`src/rtl/tof_regs_cfg.svh`:
```
// Purpose: Offsets, field positions, reset values and tick counts of the ToF register bank
// Assumes: Included by its bare name from the design files
// Notes: Offsets are register indices; the byte address is four times the index
`ifndef TOF_REGS_CFG_SVH
`define TOF_REGS_CFG_SVH

// Register indices
`define ERR_FLAGS_IDX 4'h7
`define TIMEOUT_IDX 4'h8
`define CLK_RATE_IDX 4'h9
`define IRQ_STATUS_IDX 4'hA
`define IRQ_MASK_IDX 4'hB
`define MEAS_CTRL_IDX 4'hC

// Reset values
`define TIMEOUT_RST 8'h19
`define CLK_RATE_RST 8'h00
`define FLAGS_RST 3'h0
`define IRQ_RST 3'h0
`define READDATA_RST 32'h0000_0000

// Error flag positions
`define ERR_STRONG_BIT 0
`define ERR_MISSING_BIT 1
`define ERR_WEAK_BIT 2

// Timeout control field positions
`define TO_FORCE_BIT 6
`define TO_BLANK_LSB 3
`define TO_WAIT_BIT 2
`define TO_LISTEN_LSB 0

// Clock rate control field positions
`define CR_HALVE_BIT 2
`define CR_CANCEL_LSB 0

// Measurement control bits
`define MC_START_BIT 0

// Interrupt status positions
`define IRQ_TIMEOUT_BIT 0
`define IRQ_ERROR_BIT 1
`define IRQ_DONE_BIT 2

// Base tick counts for code zero, and highest threshold code
`define BLANK_BASE_TICKS 11'h008
`define LISTEN_BASE_TICKS 11'h080
`define CANCEL_BASE_TICKS 11'h040
`define MAX_TICKS 11'h400
`define THRESH_MAX 3'h7

`endif

```
`src/rtl/tof_regs_pkg.sv`:
```
// Purpose: Types shared by the ToF register bank and its tick timer
// Assumes: Constants live in tof_regs_cfg.svh
// Notes: All module state is held as one packed struct
package tof_regs_pkg;

   typedef enum logic [2:0]
   {
      phase_idle = 3'b000,
      phase_cancel = 3'b001,
      phase_blank = 3'b010,
      phase_listen = 3'b011
   } phase_type;

   typedef struct packed
   {
      logic [7:0] timeout_control;
      logic [7:0] clock_rate_control;
      logic [2:0] flags;
      logic [2:0] irq_status;
      logic [2:0] irq_mask;
      phase_type phase;
      logic [2:0] crossings;
      logic signal_seen;
      logic waitrequest;
      logic [31:0] readdata;
      logic fault_n;
      logic irq;
      logic state_reset;
      logic timeout;
      logic short_force;
      logic busy;
      logic timer_start;
      logic timer_abort;
      logic [10:0] timer_length;
   } regs_state_type;

   typedef struct packed
   {
      logic halve_phase;
      logic [10:0] count;
      logic running;
      logic done;
   } timer_state_type;

endpackage

```
`src/rtl/tof_error_timeout_clock_regs.sv`:
```
// Purpose: Echo error flags, timeout and clock rate registers with their tick timing
// Assumes: Avalon-MM slave with waitrequest; event inputs synchronous to clock_in
// Notes: Each access answers on the second edge; unmapped reads return zero
`timescale 1ns/1ps
`include "tof_regs_cfg.svh"

// Summary of operation
// - A listening timeout with fewer qualified crossings than expected sets the weak-echo flag.
// - A listening timeout with no signal received sets the missing-echo flag.
// - Writing one to the missing-echo bit resets the sequence and aborts any measurement.
// - The strong-echo flag is set by an over-threshold echo only while the threshold code is maximal.
// - Writing one to the strong-echo bit clears all error flags and releases the fault pin.
// - With the short-flight force bit set the sequence runs a short-flight blanking phase.
// - The blanking field selects 8 base ticks times two to the code, default code 3.
// - The echo-wait bit enables the listening timeout at zero and disables it at one.
// - The listening window field selects 128, 256, 512 or 1024 base ticks, default code 1.
// - The clock divider bit makes the base tick the clock divided by one or by two.
// - The offset-cancel field selects 64, 128, 256 or 512 base ticks, default code 0.
module tof_error_timeout_clock_regs
(
   input wire logic clock_in,
   input wire logic reset_n_in,
   input wire logic [5:0] address_in,
   input wire logic read_in,
   input wire logic write_in,
   input wire logic [31:0] writedata_in,
   input wire logic [3:0] byteenable_in,
   output logic [31:0] readdata_out,
   output logic waitrequest_out,
   input wire logic meas_start_in,
   input wire logic echo_qualified_in,
   input wire logic echo_signal_in,
   input wire logic amplitude_over_in,
   input wire logic [2:0] echo_threshold_select_in,
   input wire logic [2:0] expected_crossings_in,
   output logic fault_out_n,
   output logic irq_out,
   output logic timeout_out,
   output logic state_reset_out,
   output logic short_flight_force_out,
   output logic busy_out
);

   localparam tof_regs_pkg::regs_state_type RESET_STATE = '{
      timeout_control: `TIMEOUT_RST,
      clock_rate_control: `CLK_RATE_RST,
      flags: `FLAGS_RST,
      irq_status: `IRQ_RST,
      irq_mask: `IRQ_RST,
      phase: tof_regs_pkg::phase_idle,
      crossings: 3'h0,
      signal_seen: 1'b0,
      waitrequest: 1'b1,
      readdata: `READDATA_RST,
      fault_n: 1'b1,
      irq: 1'b0,
      state_reset: 1'b0,
      timeout: 1'b0,
      short_force: 1'b0,
      busy: 1'b0,
      timer_start: 1'b0,
      timer_abort: 1'b0,
      timer_length: 11'h000
   };

   tof_regs_pkg::regs_state_type s_r;
   tof_regs_pkg::regs_state_type s_nxt;
   logic timer_done;
   logic [3:0] index;
   logic request;
   logic accept;
   logic wr_ok;
   logic rd_ok;
   logic clr_all;
   logic clr_missing;
   logic start_req;
   logic wait_en;
   logic [3:0] crossings_plus;
   logic [2:0] flag_set;
   logic [2:0] irq_set;

   // Register index from the byte address
   function automatic logic [3:0] reg_index(input logic [5:0] addr);
      reg_index = addr[5:2];
   endfunction

   // Tick count for a code, scaled from its base count
   function automatic logic [10:0] ticks(input logic [10:0] base, input logic [2:0] code);
      ticks = base << code;
   endfunction

   // Read word of a register, zero for unmapped indices
   function automatic logic [31:0] read_word(input logic [3:0] idx, input tof_regs_pkg::regs_state_type st);
      case (idx)
         `ERR_FLAGS_IDX: read_word = {29'h0000_0000, st.flags};
         `TIMEOUT_IDX: read_word = {24'h00_0000, st.timeout_control};
         `CLK_RATE_IDX: read_word = {24'h00_0000, st.clock_rate_control};
         `IRQ_STATUS_IDX: read_word = {29'h0000_0000, st.irq_status};
         `IRQ_MASK_IDX: read_word = {29'h0000_0000, st.irq_mask};
         `MEAS_CTRL_IDX: read_word = {28'h000_0000, st.busy, st.phase};
         default: read_word = `READDATA_RST;
      endcase
   endfunction

   // Bus decode: request taken on the edge that sees waitrequest low
   assign index = reg_index(address_in);
   assign request = read_in || write_in;
   assign accept = request && !s_r.waitrequest;
   assign wr_ok = accept && write_in && byteenable_in[0];
   assign rd_ok = accept && read_in;
   assign clr_all = wr_ok && (index == `ERR_FLAGS_IDX) && writedata_in[`ERR_STRONG_BIT];
   assign clr_missing = wr_ok && (index == `ERR_FLAGS_IDX) && writedata_in[`ERR_MISSING_BIT];
   assign start_req = meas_start_in || (wr_ok && (index == `MEAS_CTRL_IDX) && writedata_in[`MC_START_BIT]);
   assign wait_en = !s_r.timeout_control[`TO_WAIT_BIT];
   assign crossings_plus = {1'b0, s_r.crossings} + 4'h1;

   // Base tick timer shared by all phases
   tick_timer timer_inst
   (
      .clock_in(clock_in),
      .reset_n_in(reset_n_in),
      .halve_in(s_r.clock_rate_control[`CR_HALVE_BIT]),
      .start_in(s_r.timer_start),
      .abort_in(s_r.timer_abort),
      .length_in(s_r.timer_length),
      .done_out(timer_done)
   );

   // Next state: bus, sequence, flags and interrupts
   always_comb
   begin
      s_nxt = s_r;
      flag_set = 3'h0;
      irq_set = 3'h0;
      s_nxt.state_reset = 1'b0;
      s_nxt.timeout = 1'b0;
      s_nxt.timer_start = 1'b0;
      s_nxt.timer_abort = 1'b0;
      s_nxt.waitrequest = !(request && s_r.waitrequest);
      if (request && s_r.waitrequest && read_in)
      begin
         s_nxt.readdata = read_word(index, s_r);
      end
      // Register writes
      if (wr_ok)
      begin
         case (index)
            `TIMEOUT_IDX: s_nxt.timeout_control = writedata_in[7:0];
            `CLK_RATE_IDX: s_nxt.clock_rate_control = writedata_in[7:0];
            `IRQ_MASK_IDX: s_nxt.irq_mask = writedata_in[2:0];
            default: s_nxt.irq_mask = s_r.irq_mask;
         endcase
      end
      // Measurement sequence
      case (s_r.phase)
         tof_regs_pkg::phase_idle:
         begin
            if (start_req)
            begin
               s_nxt.crossings = 3'h0;
               s_nxt.signal_seen = 1'b0;
               s_nxt.phase = tof_regs_pkg::phase_cancel;
               s_nxt.timer_start = 1'b1;
               s_nxt.timer_length = ticks(`CANCEL_BASE_TICKS,
                  {1'b0, s_r.clock_rate_control[`CR_CANCEL_LSB +: 2]});
            end
         end
         tof_regs_pkg::phase_cancel:
         begin
            if (timer_done)
            begin
               s_nxt.timer_start = 1'b1;
               if (s_r.timeout_control[`TO_FORCE_BIT])
               begin
                  s_nxt.phase = tof_regs_pkg::phase_blank;
                  s_nxt.timer_length = ticks(`BLANK_BASE_TICKS, s_r.timeout_control[`TO_BLANK_LSB +: 3]);
               end
               else
               begin
                  s_nxt.phase = tof_regs_pkg::phase_listen;
                  s_nxt.timer_length = ticks(`LISTEN_BASE_TICKS,
                     {1'b0, s_r.timeout_control[`TO_LISTEN_LSB +: 2]});
               end
            end
         end
         tof_regs_pkg::phase_blank:
         begin
            if (timer_done)
            begin
               s_nxt.phase = tof_regs_pkg::phase_listen;
               s_nxt.timer_start = 1'b1;
               s_nxt.timer_length = ticks(`LISTEN_BASE_TICKS,
                  {1'b0, s_r.timeout_control[`TO_LISTEN_LSB +: 2]});
            end
         end
         tof_regs_pkg::phase_listen:
         begin
            if (echo_signal_in || echo_qualified_in)
            begin
               s_nxt.signal_seen = 1'b1;
            end
            if (echo_qualified_in && s_r.crossings != 3'h7)
            begin
               s_nxt.crossings = crossings_plus[2:0];
            end
            if (echo_qualified_in && crossings_plus >= {1'b0, expected_crossings_in})
            begin
               s_nxt.phase = tof_regs_pkg::phase_idle;
               s_nxt.timer_abort = 1'b1;
               irq_set[`IRQ_DONE_BIT] = 1'b1;
            end
            else if (timer_done && wait_en)
            begin
               s_nxt.phase = tof_regs_pkg::phase_idle;
               s_nxt.timeout = 1'b1;
               irq_set[`IRQ_TIMEOUT_BIT] = 1'b1;
               flag_set[`ERR_WEAK_BIT] = s_r.crossings < expected_crossings_in;
               flag_set[`ERR_MISSING_BIT] = !s_r.signal_seen;
            end
         end
         default:
         begin
            s_nxt.phase = tof_regs_pkg::phase_idle;
         end
      endcase
      // Missing-echo clear aborts the sequence
      if (clr_missing)
      begin
         s_nxt.phase = tof_regs_pkg::phase_idle;
         s_nxt.state_reset = 1'b1;
         s_nxt.timer_abort = 1'b1;
         s_nxt.timer_start = 1'b0;
         s_nxt.timeout = 1'b0;
         flag_set[`ERR_WEAK_BIT] = 1'b0;
         flag_set[`ERR_MISSING_BIT] = 1'b0;
         irq_set[`IRQ_TIMEOUT_BIT] = 1'b0;
      end
      // Strong echo only at the highest threshold code
      flag_set[`ERR_STRONG_BIT] = amplitude_over_in && (echo_threshold_select_in == `THRESH_MAX);
      // Flag clears, new events win
      if (clr_all)
      begin
         s_nxt.flags = `FLAGS_RST;
      end
      else if (clr_missing)
      begin
         s_nxt.flags[`ERR_MISSING_BIT] = 1'b0;
      end
      s_nxt.flags = s_nxt.flags | flag_set;
      irq_set[`IRQ_ERROR_BIT] = |(flag_set & ~s_r.flags);
      // Sticky interrupt status, cleared by a read
      if (rd_ok && index == `IRQ_STATUS_IDX)
      begin
         s_nxt.irq_status = `IRQ_RST;
      end
      s_nxt.irq_status = s_nxt.irq_status | irq_set;
      s_nxt.irq = |(s_nxt.irq_status & s_nxt.irq_mask);
      s_nxt.fault_n = !(|s_nxt.flags);
      s_nxt.busy = s_nxt.phase != tof_regs_pkg::phase_idle;
      s_nxt.short_force = s_nxt.timeout_control[`TO_FORCE_BIT];
   end

   // State register
   always_ff @(posedge clock_in or negedge reset_n_in)
   begin
      if (!reset_n_in)
      begin
         s_r <= RESET_STATE;
      end
      else
      begin
         s_r <= s_nxt;
      end
   end

   // Outputs straight from the state register
   assign readdata_out = s_r.readdata;
   assign waitrequest_out = s_r.waitrequest;
   assign fault_out_n = s_r.fault_n;
   assign irq_out = s_r.irq;
   assign timeout_out = s_r.timeout;
   assign state_reset_out = s_r.state_reset;
   assign short_flight_force_out = s_r.short_force;
   assign busy_out = s_r.busy;
endmodule

```
`src/rtl/tick_timer.sv`:
```
// Purpose: Base tick generator and down counter for tick-based durations
// Assumes: Length is at least one tick and at most 1024 ticks
// Notes: Done is a one-cycle pulse after the last tick of a run
`timescale 1ns/1ps
`include "tof_regs_cfg.svh"

module tick_timer
(
   input wire logic clock_in,
   input wire logic reset_n_in,
   input wire logic halve_in,
   input wire logic start_in,
   input wire logic abort_in,
   input wire logic [10:0] length_in,
   output logic done_out
);

   tof_regs_pkg::timer_state_type s_r;
   tof_regs_pkg::timer_state_type s_nxt;
   logic tick;

   // Base tick every clock, or every second clock when halved
   assign tick = !halve_in || s_r.halve_phase;

   // Next state of the counter
   always_comb
   begin
      s_nxt = s_r;
      s_nxt.done = 1'b0;
      s_nxt.halve_phase = halve_in && !s_r.halve_phase;
      if (abort_in)
      begin
         s_nxt.running = 1'b0;
      end
      else if (start_in)
      begin
         s_nxt.count = length_in;
         s_nxt.running = 1'b1;
      end
      else if (s_r.running && tick)
      begin
         if (s_r.count == 11'h001)
         begin
            s_nxt.running = 1'b0;
            s_nxt.done = 1'b1;
         end
         else
         begin
            s_nxt.count = s_r.count - 11'h001;
         end
      end
   end

   // State register
   always_ff @(posedge clock_in or negedge reset_n_in)
   begin
      if (!reset_n_in)
      begin
         s_r <= '0;
      end
      else
      begin
         s_r <= s_nxt;
      end
   end

   assign done_out = s_r.done;
endmodule

```
`config.mk`:
```
export PLATFORM = sky130hd
export DESIGN_NAME = tof_error_timeout_clock_regs
export DESIGN_NICKNAME = d
export VERILOG_FILES = /design/src/rtl/tof_regs_pkg.sv /design/src/rtl/tof_error_timeout_clock_regs.sv /design/src/rtl/tick_timer.sv
export VERILOG_INCLUDE_DIRS = /design/src /design/src/rtl
export SDC_FILE = /design/constraint.sdc
export NUM_CORES = 1
export LEC_CHECK = 0
export ABC_AREA = 1
export BUFFER_PORTS_ARGS = -buffer_cell sky130_fd_sc_hd__buf_2
export CAP_MARGIN = 20
export CORE_ASPECT_RATIO = 0.5
export CORE_MARGIN = 1.5
export CORE_UTILIZATION = 41
export DETAILED_ROUTE_END_ITERATION = 8
export SLEW_MARGIN = 40
export SYNTH_ARGS = -nofsm -noshare
export SYNTH_HDL_FRONTEND = slang
export SYNTH_SLANG_ARGS = --single-unit
```
`constraint.sdc`:
```
create_clock -name clock_in -period 3.8 [get_ports clock_in]
set_input_delay 0.76 -clock clock_in [delete_from_list [all_inputs] [get_ports clock_in]]
set_output_delay 0.76 -clock clock_in [all_outputs]
set_load 0.005 [all_outputs]
```
==> flow_summary_export.csv, run 1 <==
group,metric,value,unit
worst_setup_path,path_buf_inv,1,
synth,synth_cell_type_count,41,
placement,placedCellCount,664,
final_layout,mostFrequentLayoutCell,"nand2_1",
routing,drt-wirelength-per-cell,13.05,µm
timing,skew,0.01032,ns
global_route,grt_pass1_vias,3080,
global_route,antenna_found_initial,0,
final_layout,fill_cells,948,
cts,clock_path_buffers,2,
global_route,track_usage,0.1919,
power_and_ir_drop,p_leak,2.319,nW
floorplanning,die_w,142.8,µm
worst_setup_path,cp_max_fo,6,
global_route,grt_pass1_wl,15.04,mm
floorplanning,core-area,0.009478,mm²
placement,placed_area,0.004198,mm²
worst_setup_path,cp_data_required_time,4.07,ns
worst_setup_path,crit_slowest_cell,"dfrtp_1",
global_route,gr-total-overflow,0,
timing,fin_crit,2.075,ns
routing,vias,3267,
timing,setup_viol,0,
worst_setup_path,start_kind,"flop",
global_route,grt_max_degree,39,
final_layout,final_cell_mix,"nand2_1, inv_1, dfrtp_1",
cts,htreeDepth,3,
power_and_ir_drop,peakVddDrop,0.0002687,V
synth,syn_area_per_cell,7.997,µm²
timing,drv_slew,0,
outcome,outcome,"finished clean",
hold_path,hold_class,"in2async",
timing,tns,0,ns
timing,slew_headroom,0.6588,
timing,max_freq,482.0,MHz
timing,grt_setup_unrepaired,"false",
floorplanning,num_rows,25,
worst_setup_path,endpoint_kind,"flop",
cts,clkTransAtPathRegs,0.05,ns
worst_setup_path,cp_common_cell,"nand2_1",
cts,clkSinkCount,70,
synth,yosys_register_bits,70,
flow_run,max_cap_viol_count,0,
worst_setup_path,path_class,"reg2reg",
timing,finalHoldViolCount,0,
worst_setup_path,slowest_delay,0.44,ns
synth,netlist_area,0.004006,mm²
synth,yosysSeqAreaShare,0.4388,
synth,synthCells,501,
worst_setup_path,crit_family,"adder cells",
worst_setup_path,worstPathArrival,2.35,ns
timing,fin_crit_sh,0.5459,
final_layout,layout.cells.non_filler,680,
cts,post_cts_buffers,0,
cts,clk_latency,0.34,ns
routing,firstDrtPassIters,4,
routing,drtIter0Drc,175,
cts,cts_tree,"done",
placement,place_congestion,0.8298,
floorplanning,start_util,0.4227,
routing,antenna_left,0,
routing,drt_wl_total,8.876,mm
synth,ys_warn_count,0,
floorplanning,io_pins,95,
floorplanning,die_h,72.90,µm
cts,post_cts_resized,0,
routing,via_per_inst,4.804,
final_layout,nets,606,
worst_setup_path,crit_chain,"ha_1 > ha_1 > ha_1 > nand2_1 > nand2_1 > nand2_1 > o21ai_0 > nand2_1 > nand2_1 > inv_1 > nand2_1",
power_and_ir_drop,power_density,521.8,mW/mm²
cts,root_buffer,"clkbuf_16",
final_layout,area_growth,11.84,%
final_layout,n_antenna_cell,0,
final_layout,stdcell_area,0.004481,mm²
final_layout,drive_gt1_frac,0.1780,
cts,numCtsBuffers,9,
floorplanning,die_area,0.01041,mm²
placement,hpwl,6.742,mm
timing,whs,0.3991,ns
routing,drc,0,
timing,tightestPinTransition,0.5118,ns
placement,io_buffers,41,
cts,ctsHoldBuffers,0,
-- synth_stat cells, drive strengths merged --
cell type  count  area share
ha            10       0.031
a22o           1      0.0022
o211ai         4      0.0075
o311ai         1      0.0022
inv           71       0.067
a22oi          4      0.0075
nor4           1      0.0016
o21ai         46       0.057
buf           36       0.070
a21oi         19       0.026
or2            1      0.0016
nand3         36       0.047
o21a           4      0.0075
and3           1      0.0016
nand2        127        0.13
dfstp          5       0.033
a21boi         1      0.0019
nand4         16       0.027
nor3          14       0.020
nor2          27       0.034
o21bai         1      0.0019
o2111ai        2      0.0044
xor2           1      0.0022
dfrtp         65        0.41
a32oi          1      0.0022
o22ai          2      0.0047
conb           1     0.00094
clkbuf         3      0.0028
-- cell families (layout without fill, tap and decap cells) --
logic type	Yosys count	after routing	share of synthesized area
adders and majority gates	10	10	0.03123
DFF	70	70	0.4388
buffers and inverters	110	130	0.1390
other	1	25	0.0009360
xor gates and xnor gates	1	1	0.002187
AOI/OAI and AO/OA	86	86	0.1249
and+or+nand+nor	223	223	0.2630
-- stage by stage --
| step | util | total power [mW] | setup slack, ns |
|---|---|---|---|
| 6_report | 0.4727 | 2.338 | 1.725 |
| 5_1_grt | 0.4727 | 2.506 | 1.553 |
| 2_1_floorplan | - | 1.407 | 2.001 |
| 3_5_place_dp | 0.4429 | 1.541 | 1.657 |
| 3_3_place_gp | 0.4426 | 1.530 | 1.639 |
| 4_1_cts | 0.4727 | 2.360 | 1.703 |
-- cell type report --
type / instances / area [µm²] / area share
Multi-Input combinational cell: 345 / 1782 / 0.3977
Inverter: 71 / 266.5 / 0.05948
Clock inverter: 5 / 50.05 / 0.01117
Tap cell: 135 / 168.9 / 0.03770
Clock buffer: 11 / 232.7 / 0.05194
Timing Repair Buffer: 43 / 222.7 / 0.04971
Sequential cell: 70 / 1758 / 0.3923
-- where the power goes --
| part | leakage [nW] | switching, mW | total [mW] | internal [mW] |
|---|---|---|---|---|
| combinational | 1.27 | 0.359 | 0.561 | 0.202 |
| sequential | 0.905 | 0.102 | 0.972 | 0.871 |
| clock | 0.143 | 0.301 | 0.804 | 0.503 |
-- worst reg2reg max path, cell delays in order (launching register included) --
cell and delay (ns):
dfrtp_1 0.44, ha_1 0.23, ha_1 0.29, ha_1 0.28, nand2_1 0.05, nand2_1 0.05, nand2_1 0.14, o21ai_0 0.30
nand2_1 0.09, nand2_1 0.07, inv_1 0.03, nand2_1 0.05
-- registers in the layout (all words and copies together) (netlist names) --
name	count
timer_inst.done_out	1
busy_out	1
timeout_out	1
readdata_out	8
state_reset_out	1
s_r	42
waitrequest_out	1
irq_out	1
fault_out_n	1
timer_inst.s_r	13
-- routing by layer --
| layer | GRT usage | up-vias | wire [µm] |
|---|---|---|---|
| met5 | 0 | - | 0 |
| met4 | 0.07102 | 0 | 143 |
| met3 | 0.06430 | 8 | 434 |
| met2 | 0.2751 | 83 | 3673 |
| met1 | 0.2695 | 1512 | 4625 |
| li1 | - | 1664 | - |
-- worst paths after layout --
check	from	to	slack [ns]	cells past startpoint
setup reg to reg	s_r[53]	irq_out	1.73	11
setup / recovery	s_r[53]	irq_out	1.73	11
min in group clock_in	readdata_out[5]	readdata_out[5]	0.47	2
max in group asynchronous	reset_n_in	s_r[79]	2.65	2
hold reg to reg	readdata_out[5]	readdata_out[5]	0.47	2
hold / removal	reset_n_in	timer_inst.s_r[1]	0.40	1
Note: power is estimated with default switching activity, not from simulation.
==> run 2: changes to the inputs <==
--- a/config.mk
+++ b/config.mk
@@ -13,6 +13,7 @@
 export CORE_MARGIN = 1.5
 export CORE_UTILIZATION = 41
 export DETAILED_ROUTE_END_ITERATION = 8
+export PLACE_DENSITY = 0.66
 export SLEW_MARGIN = 40
 export SYNTH_ARGS = -nofsm -noshare
 export SYNTH_HDL_FRONTEND = slang
==> constraint.sdc (replaced) <==
create_clock -name clock_in -period 1.7 [get_ports clock_in]
set_input_delay 0.34 -clock clock_in [delete_from_list [all_inputs] [get_ports clock_in]]
set_output_delay 0.34 -clock clock_in [all_outputs]
set_load 0.005 [all_outputs]
==> flow_summary_export.csv, run 2 (same netlist as run 1, synthesis figures left out) <==
group,metric,value,unit
routing,firstDrtPassIters,4,
cts,clk_latency,0.33,ns
placement,io_buffers,41,
cts,htreeDepth,3,
final_layout,seqCellArea,0.001758,mm²
final_layout,mostFrequentLayoutCell,"nand2_1",
power_and_ir_drop,switchingPower,1.789,mW
timing,setup_ws,-0.07031,ns
final_layout,final_cell_mix,"nand2_1, dfrtp_1, inv_1",
routing,drt_wl_total,9.119,mm
outcome,violations,"setup timing",
timing,fin_crit_sh,1.041,
hold_path,hold_class,"in2reg",
routing,drc,0,
global_route,track_usage,0.1846,
final_layout,regMostFlops,"s_r",
timing,skew,0.004706,ns
timing,grt_setup_unrepaired,"true",
floorplanning,die_h,72.90,µm
cts,root_buffer,"clkbuf_16",
global_route,grt_pass1_wl,14.86,mm
cts,clock_path_buffers,2,
outcome,outcome,"finished with violations",
floorplanning,start_util,0.4227,
worst_setup_path,path_class,"reg2reg",
worst_setup_path,cp_max_fo,6,
timing,fin_crit,1.770,ns
power_and_ir_drop,seq_power_share,0.388,
global_route,grt_pass1_vias,3140,
timing,setup_viol,4,
routing,drt-wirelength-per-cell,13.08,µm
final_layout,multi_input_comb_area,0.001917,mm²
power_and_ir_drop,intPower,3.803,mW
cts,numCtsBuffers,9,
final_layout,largest_reg_flops,42,
power_and_ir_drop,switching_share,0.3200,
timing,max_freq,564.9,MHz
timing,drv_slew,0,
final_layout,n_antenna_cell,0,
cts,clkTransAtPathRegs,0.06,ns
final_layout,area_growth,19.96,%
power_and_ir_drop,power_frac_comb,0.251,
floorplanning,die_w,142.8,µm
floorplanning,die_area,0.01041,mm²
floorplanning,num_rows,25,
floorplanning,core-area,0.009478,mm²
global_route,grt_max_degree,28,
global_route,antenna_found_initial,0,
timing,tns,-0.1852,ns
final_layout,fill_cells,905,
floorplanning,io_pins,95,
routing,via_per_inst,4.894,
power_and_ir_drop,peakVddDrop,0.0005391,V
worst_setup_path,worstPathArrival,1.99,ns
global_route,gr-total-overflow,0,
worst_setup_path,cp_data_required_time,1.92,ns
final_layout,nets,623,
power_and_ir_drop,power_density,1164,mW/mm²
cts,clkSinkCount,70,
final_layout,postLayoutCoreUtil,0.5071,
placement,place_congestion,0.8791,
routing,drtIter0Drc,258,
timing,whs,0.2387,ns
worst_setup_path,start_kind,"flop",
cts,cts_tree,"done",
worst_setup_path,endpoint_kind,"flop",
timing,finalHoldViolCount,0,
routing,vias,3411,
power_and_ir_drop,p_leak,2.433,nW
power_and_ir_drop,clkPwrFrac,0.361,
placement,hpwl,6.771,mm
final_layout,drive_gt1_frac,0.2456,
flow_run,max_cap_viol_count,0,
routing,antenna_left,0,
run 2: cell types whose count changed in the layout (fill, tap and decap cells not counted), moves of 3 or more:
cell     change
ha_1         -6
nand2_2     +10
nand2_1     -12
ha_4         +5
nand2_4      +3
buf_4       +11
run 2: layout make-up:
class                      instances  area share
multi-input combinational        346      0.3989
tap                              135     0.03515
clock inverter                     6     0.01770
timing repair buffer              59     0.07732
inverter                          71     0.05545
sequential                        70      0.3658
clock buffer                      10     0.04973
run 2: per-layer routing:
metal  GRT usage  up-vias  share of wire
met4     0.04811        0          0.011
met1      0.2524     1596           0.50
met3     0.04790       11          0.050
met5           0        -              0
met2      0.2945       98           0.44
li1            -     1706              -
run 2: critical path, stage by stage (launching register included):
cell and delay, ns:
dfrtp_1 0.42, ha_4 0.18, ha_4 0.24, ha_4 0.26, nand2_2 0.04, nand2_2 0.08, nand2_4 0.09, nand2_2 0.10
o211ai_1 0.09, nand2_1 0.10, inv_1 0.06
run 2: path summary, 6_finish.rpt:
| path | endpoint | cells after the start | start | slack, ns |
|---|---|---|---|---|
| max in group asynchronous | s_r[76] | 3 | reset_n_in | 0.61 |
| min | s_r[80] | 3 | writedata_in[4] | 0.24 |
| min in group asynchronous | readdata_out[2] | 2 | reset_n_in | 0.51 |
| min reg2reg | s_r[52] | 2 | s_r[52] | 0.47 |
| max | s_r[57] | 10 | s_r[53] | -0.07 |
| max reg2reg | s_r[57] | 10 | s_r[53] | -0.07 |
run 2: stage by stage:
step / std cells / power [mW] / setup slack, ns / cell area (µm²)
after floorplan: 525 / 3.145 / 0.03849 / 4114
after global placement: 674 / 3.439 / -0.01981 / 4313
after detailed placement: 674 / 3.476 / -0.03613 / 4313
after CTS: 692 / 5.549 / -0.03868 / 4690
after global routing: 697 / 5.933 / -0.1573 / 4806
final: 697 / 5.592 / -0.07031 / 4806
run 2: timing repair:
action | in CTS | in global routing
setup buffers | 1 | 4
pin swaps | 4 | 19
gates resized for setup | 6 | 20
hold buffers | 1 | 0
cloned | 0 | 1
endpoints found under the hold margin | 15 | 0
endpoints found under the setup margin | 4 | 14
run 2: power groups by stage:
stage               registers, mW  clock network, mW  logic, mW
finish                       2.17               2.02       1.40
global route                 2.20               2.14       1.59
CTS                          2.16               2.08       1.31
detailed placement           2.18                  0       1.30
global placement             2.18                  0       1.26
floorplan                    2.12                  0       1.02
